## src/inc/size_select_params.svh

```systemverilog
// constants for the operand and address size selector
`ifndef SIZE_SELECT_PARAMS_SVH
`define SIZE_SELECT_PARAMS_SVH
`define OPSIZE_PREFIX_BYTE 8'h66
`define ADDRSIZE_PREFIX_BYTE 8'h67
`define OFFSET16_LIMIT 32'h0000FFFF
`define MAX_PREFIX_BYTES 4'hE
`endif

```

## src/inc/size_select_pkg.sv

```systemverilog
// types for the operand and address size selector
`default_nettype none
package size_select_pkg;
  typedef enum logic {SIZE_16, SIZE_32} width_type;
  typedef enum logic [1:0]
  {
    MODE_REAL,
    MODE_PROTECTED,
    MODE_V86,
    MODE_SYSTEM_MANAGEMENT
  } cpu_mode_type;
endpackage
`default_nettype wire

```

## src/rtl/prefix_scan.sv

```systemverilog
// prefix byte scanner: gathers size overrides for one instruction
`timescale 1ns/1ps
`default_nettype none
`include "size_select_params.svh"
module prefix_scan
(
  input wire logic ref_clk,
  input wire logic srst,
  input wire logic byte_valid,
  input wire logic [7:0] byte_data,
  input wire logic insn_end,
  output logic op_override,
  output logic addr_override
);
  logic op_seen_q;
  logic op_seen_d;
  logic addr_seen_q;
  logic addr_seen_d;

  // override flags latch and clear at instruction end
  always_comb
  begin
    op_seen_d = op_seen_q;
    addr_seen_d = addr_seen_q;
    if (insn_end)
    begin
      op_seen_d = 1'b0;
      addr_seen_d = 1'b0;
    end
    else if (byte_valid)
    begin
      if (byte_data == `OPSIZE_PREFIX_BYTE)
        op_seen_d = 1'b1;
      if (byte_data == `ADDRSIZE_PREFIX_BYTE)
        addr_seen_d = 1'b1;
    end
  end

  always_ff @(posedge ref_clk)
  begin
    if (srst)
    begin
      op_seen_q <= 1'b0;
      addr_seen_q <= 1'b0;
    end
    else
    begin
      op_seen_q <= op_seen_d;
      addr_seen_q <= addr_seen_d;
    end
  end

  // current prefix byte counts as well as earlier ones
  assign op_override = op_seen_q | (byte_valid & (byte_data == `OPSIZE_PREFIX_BYTE));
  assign addr_override = addr_seen_q | (byte_valid & (byte_data == `ADDRSIZE_PREFIX_BYTE));
endmodule
`default_nettype wire

```

## src/rtl/operand_address_size_select.sv

```systemverilog
// operand, address and offset width selection per instruction; stack pointer width follows stack_size_32 every cycle
`timescale 1ns/1ps
`default_nettype none
`include "size_select_params.svh"
module operand_address_size_select
(
  input wire logic ref_clk,
  input wire logic srst,
  input wire size_select_pkg::cpu_mode_type cpu_mode,
  input wire logic code_default_32,
  input wire logic stack_size_32,
  input wire logic byte_valid,
  input wire logic [7:0] byte_data,
  input wire logic insn_end,
  input wire logic implicit_stack,
  input wire logic explicit_stack,
  input wire logic gateless_transfer,
  input wire logic [31:0] raw_address,
  input wire logic [31:0] raw_target,
  output logic operand_is_32,
  output logic address_is_32,
  output logic stack_ptr_is_32,
  output logic offset_is_32,
  output logic [31:0] effective_address,
  output logic [31:0] target_offset,
  output logic sizes_valid
);
  // ----------------------------------------
  // prefix capture
  // ----------------------------------------
  logic op_override;
  logic addr_override;

  prefix_scan scan_u
  (
    .ref_clk(ref_clk),
    .srst(srst),
    .byte_valid(byte_valid),
    .byte_data(byte_data),
    .insn_end(insn_end),
    .op_override(op_override),
    .addr_override(addr_override)
  );

  // ----------------------------------------
  // size decode
  // ----------------------------------------
  // default width from mode and descriptor flag
  function automatic logic seg_default(size_select_pkg::cpu_mode_type m, logic d);
    seg_default = (m == size_select_pkg::MODE_PROTECTED) ? d : 1'b0;
  endfunction

  // trim a 32-bit value to 16 bits when narrow
  function automatic logic [31:0] trim(logic wide, logic [31:0] v);
    trim = wide ? v : (v & `OFFSET16_LIMIT);
  endfunction

  logic def32;
  logic op32;
  logic ad32;
  assign def32 = seg_default(cpu_mode, code_default_32);
  assign op32 = def32 ^ op_override;
  assign ad32 = def32 ^ addr_override;

  // ----------------------------------------
  // output registers
  // ----------------------------------------
  logic operand_is_32_d;
  logic address_is_32_d;
  logic stack_ptr_is_32_d;
  logic offset_is_32_d;
  logic [31:0] effective_address_d;
  logic [31:0] target_offset_d;
  logic sizes_valid_d;

  // results computed at instruction end; stack pointer width follows stack_size_32 every cycle
  always_comb
  begin
    operand_is_32_d = operand_is_32;
    address_is_32_d = address_is_32;
    stack_ptr_is_32_d = stack_size_32;
    offset_is_32_d = offset_is_32;
    effective_address_d = effective_address;
    target_offset_d = target_offset;
    sizes_valid_d = 1'b0;
    if (insn_end)
    begin
      sizes_valid_d = 1'b1;
      operand_is_32_d = op32;
      address_is_32_d = ad32;
      offset_is_32_d = op32;
      if (implicit_stack && !explicit_stack)
        effective_address_d = trim(stack_size_32, raw_address);
      else
        effective_address_d = trim(ad32, raw_address);
      if (gateless_transfer)
        target_offset_d = trim(op32, raw_target);
    end
  end

  always_ff @(posedge ref_clk)
  begin
    if (srst)
    begin
      operand_is_32 <= 1'b0;
      address_is_32 <= 1'b0;
      stack_ptr_is_32 <= 1'b0;
      offset_is_32 <= 1'b0;
      effective_address <= 32'h00000000;
      target_offset <= 32'h00000000;
      sizes_valid <= 1'b0;
    end
    else
    begin
      operand_is_32 <= operand_is_32_d;
      address_is_32 <= address_is_32_d;
      stack_ptr_is_32 <= stack_ptr_is_32_d;
      offset_is_32 <= offset_is_32_d;
      effective_address <= effective_address_d;
      target_offset <= target_offset_d;
      sizes_valid <= sizes_valid_d;
    end
  end

  // upper address half clear, for the narrow address checks
  logic addr_hi_zero;
  assign addr_hi_zero = (effective_address[31:16] == 16'h0000);
endmodule
`default_nettype wire

```

## config.mk

```make
export PLATFORM = sky130hd
export DESIGN_NAME = operand_address_size_select
export DESIGN_NICKNAME = d
export VERILOG_FILES = /design/src/inc/size_select_pkg.sv /design/src/rtl/prefix_scan.sv /design/src/rtl/operand_address_size_select.sv
export VERILOG_INCLUDE_DIRS = /design/src /design/src/inc
export SDC_FILE = /design/constraint.sdc
export NUM_CORES = 1
export LEC_CHECK = 0
export BUFFER_PORTS_ARGS = -buffer_cell sky130_fd_sc_hd__buf_2
export CAP_MARGIN = 20
export CORE_MARGIN = 10
export CORE_UTILIZATION = 40
export DETAILED_ROUTE_END_ITERATION = 6
export PLACE_DENSITY_LB_ADDON = 0.12
export SLEW_MARGIN = 20
export SYNTH_ARGS = -nofsm -noshare
export SYNTH_HDL_FRONTEND = slang
export SYNTH_SLANG_ARGS = --single-unit
```

## constraint.sdc

```tcl
create_clock -name ref_clk -period 1.25 [get_ports ref_clk]
set_input_delay 0 -clock ref_clk [delete_from_list [all_inputs] [get_ports ref_clk]]
set_output_delay 0 -clock ref_clk [all_outputs]
set_load 0.01 [all_outputs]
```

==> run_results.csv <==
group,metric,value,unit
yosys,synthFlopType,"dfxtp_1",
placed_design,port-buffer-count,151,
worst_setup_path,crit_fanout,16,
worst_setup_path,ff2ff_path_depth,5,
finish,area_growth,64.70,%
clock_network,path_clk_slew,0.08,ns
routing,drt-pass1-iter-count,6,
die,die-height,102.4,um
worst_setup_path,crit_type,"flop to flop",
global_route,grt_usage,0.1674,
routing,vias_per_cell,4.734,
finish,finish.instance_area,0.004472,sq mm
timing,slew_headroom,0.5810,
pwr,ir_worst_vdd,0.8414,mV
global_route,grt_pass1_vias,2790,
die,die_area,0.01048,sq mm
yosys,yosys-top-cells-area,"dfxtp_1 52%, nand2_1 6.9%, mux2i_1 6.6%, a22o_1 5.2%, or3b_2 4.8%",
yosys,syn-mean-instance-area,10.32,sq um
die,rows,29,
worst_setup_path,rrSetupSlack,-0.14,ns
finish,final_util,0.6924,
yosys,ys_seq_area_frac,0.5161,
yosys,async_flop_share,0,
routing,dr_total_vias,2684,
routing,routed_wl,8.789,mm
finish,nFillCells,502,
pwr,power,4.849,mW
clock_network,clock_sinks,70,
placed_design,dpl.hpwl,5.724,mm
clock_network,cts_buffer_depth,2,
placed_design,place_area,0.003582,sq mm
placed_design,place.gp.congestion,0.6917,
timing,period_share,1.109,
yosys,yosysWarnings,0,
hold_path,min_path_cells,3,
worst_setup_path,startpoint_type,"flop",
yosys,synth_nets,346,
yosys,synth_commonest_cells,"70 x dfxtp_1, 50 x nand2_1, 19 x nor2_1",
routing,ant_nets,0,
worst_setup_path,critPathCaptureType,"flop",
die,die_w,102.4,um
status,status,"complete, but fails checks",
routing,initialDrtViolationCount,57,
yosys,synth_cell_types,33,
yosys,synthMostInstantiatedCell,"dfxtp_1",
timing,rsz0062_at_grt,"true",
clock_network,cts-root-buf,"clkbuf_8",
routing,post_drt_wl_per_cell,15.50,um
timing,fin_ws,-0.1358,ns
clock_network,cts_buffers,9,
yosys,synth_enable_flop_cells,0,
routing,drc,0,
timing,slew_violations,0,
clock_network,clk_latency,0.34,ns
die,start_util,0.4204,
yosys,syn-instance-count,263,
yosys,syn-cell-area,0.002715,sq mm
worst_setup_path,r2r-end,"effective_address[17]",
timing,setup_viol,15,
die,fp.coreArea,0.006459,sq mm
clock_network,cts.htree.levels,3,
finish,antennaDiodeCount,0,
global_route,antenna_found_initial,0,
global_route,gr-total-overflow,0,
hold_path,hold_path.class,"input port to flop",
finish,drive_gt1_frac,0.4551,
timing,clock.fmax,721.6,MHz
timing,hold_viol,0,
yosys,synth_top_area_share,0.5161,
pwr,powerDensity,1084,mW/mm^2
global_route,grt_pass1_wl,13.90,mm
yosys,synth_seq_cells,70,
worst_setup_path,r2r_start,"scan_u.addr_seen_q",
pwr,static-leakage-power,2.166,nW
timing,post-route-min-period,1.386,ns
timing,fin_skew,0.005171,ns
timing,timing.hold.ws,0.04339,ns
timing,setup_tns,-1.335,ns
finish,final_nets,569,
global_route,grt_max_degree,37,
die,pin_count,152,
clock_network,cts_tree,"built",
worst_setup_path,cp.arrival,1.64,ns
timing,worstMarginPinSlew,0.6278,ns
hold_path,min_from,"byte_data[0]",
flow_run,maxCapViolations,0,
yosys,synth_top_area_cell,"dfxtp_1",
worst_setup_path,critical_path_required,1.50,ns
hold_path,holdPathEnd,"scan_u.addr_seen_q",
status,violations,"negative setup slack",
==> power breakdown <==
part | total, mW | internal [mW] | switching (mW) | leakage [nW]
Clock | 1.75 | 0.906 | 0.840 | 0.0911
Sequential | 2.35 | 2.31 | 0.0361 | 0.572
Combinational | 0.755 | 0.410 | 0.344 | 1.50
==> stage by stage <==
step,instances,worst slack [ns]
after floorplan,263,-0.03012
after global placement,485,-0.2364
after detailed placement,485,-0.2888
after CTS,566,-0.1399
after global routing,567,-0.1743
final,567,-0.1358
==> repair_timing <==
action                                  4_1_cts  5_1_grt
buffers inserted                              2        1
pin swaps                                     6        2
endpoints found under the hold margin        65        0
resized for setup                             1        4
endpoints found under the setup margin       32       32
hold buffers                                 65        0
==> layout by cell type, fill, tap and decap left out, types with 12 or more instances in the layout <==
| cell type | instances |
|---|---|
| nor2_1 | 18 |
| dlygate4sd3_1 | 65 |
| dfxtp_1 | 68 |
| buf_4 | 14 |
| a22o_1 | 16 |
| nand2_1 | 50 |
| or3b_2 | 15 |
| mux2i_1 | 18 |
| a21oi_1 | 16 |
| buf_2 | 151 |
| o31ai_2 | 12 |
==> kinds of logic after synthesis <==
| logic type | Yosys count | synth area share |
|---|---|---|
| xor gates and xnor gates | 2 | 0.009219 |
| DFF | 70 | 0.5161 |
| and+or+nand+nor | 96 | 0.1871 |
| AOI/OAI and AO/OA | 54 | 0.1788 |
| muxes | 18 | 0.06636 |
| buffers and inverters | 23 | 0.04239 |
==> metal layers <==
layer,up-vias,global-route usage,share of wire
li1,1352,-,-
met1,1221,0.1825,0.40
met2,104,0.2835,0.49
met3,7,0.08570,0.098
met4,0,0.04013,0.0092
met5,-,0,0
==> worst max-delay path: stages, from the launching register on <==
cell and delay [ns]:
dfxtp_2 0.34, or3_4 0.38, a31oi_4 0.16, a21oi_4 0.05, buf_12 0.16, o31ai_2 0.21
==> sequential cells by signal (all words and copies together) (netlist names) <==
signal / cells
target_offset: 32
address_is_32: 1
effective_address: 32
scan_u.addr_seen_q: 1
offset_is_32: 1
sizes_valid: 1
stack_ptr_is_32: 1
scan_u.op_seen_q: 1
==> worst max path at each step <==
stage | start | end | slack (ns) | cells after the start
after detailed placement | byte_data[7] | target_offset[18] | -0.29 | 6
final | scan_u.addr_seen_q | effective_address[17] | -0.14 | 5
after global placement | byte_data[4] | target_offset[24] | -0.24 | 6
after floorplan | scan_u.addr_seen_q | effective_address[22] | -0.03 | 5
after global routing | scan_u.addr_seen_q | effective_address[20] | -0.17 | 5
after CTS | scan_u.addr_seen_q | effective_address[17] | -0.14 | 5
==> final cells by class <==
class	instances	area (sq um)	share of cell area
clock buffer	9	123.9	0.02770
timing repair buffer	232	1551	0.3470
tap	77	96.34	0.02154
multi-input combinational	170	1221	0.2731
inverter	3	11.26	0.002518
clock inverter	6	63.81	0.01427
sequential	70	1404	0.3139
Power figures use the tool's default switching activity.
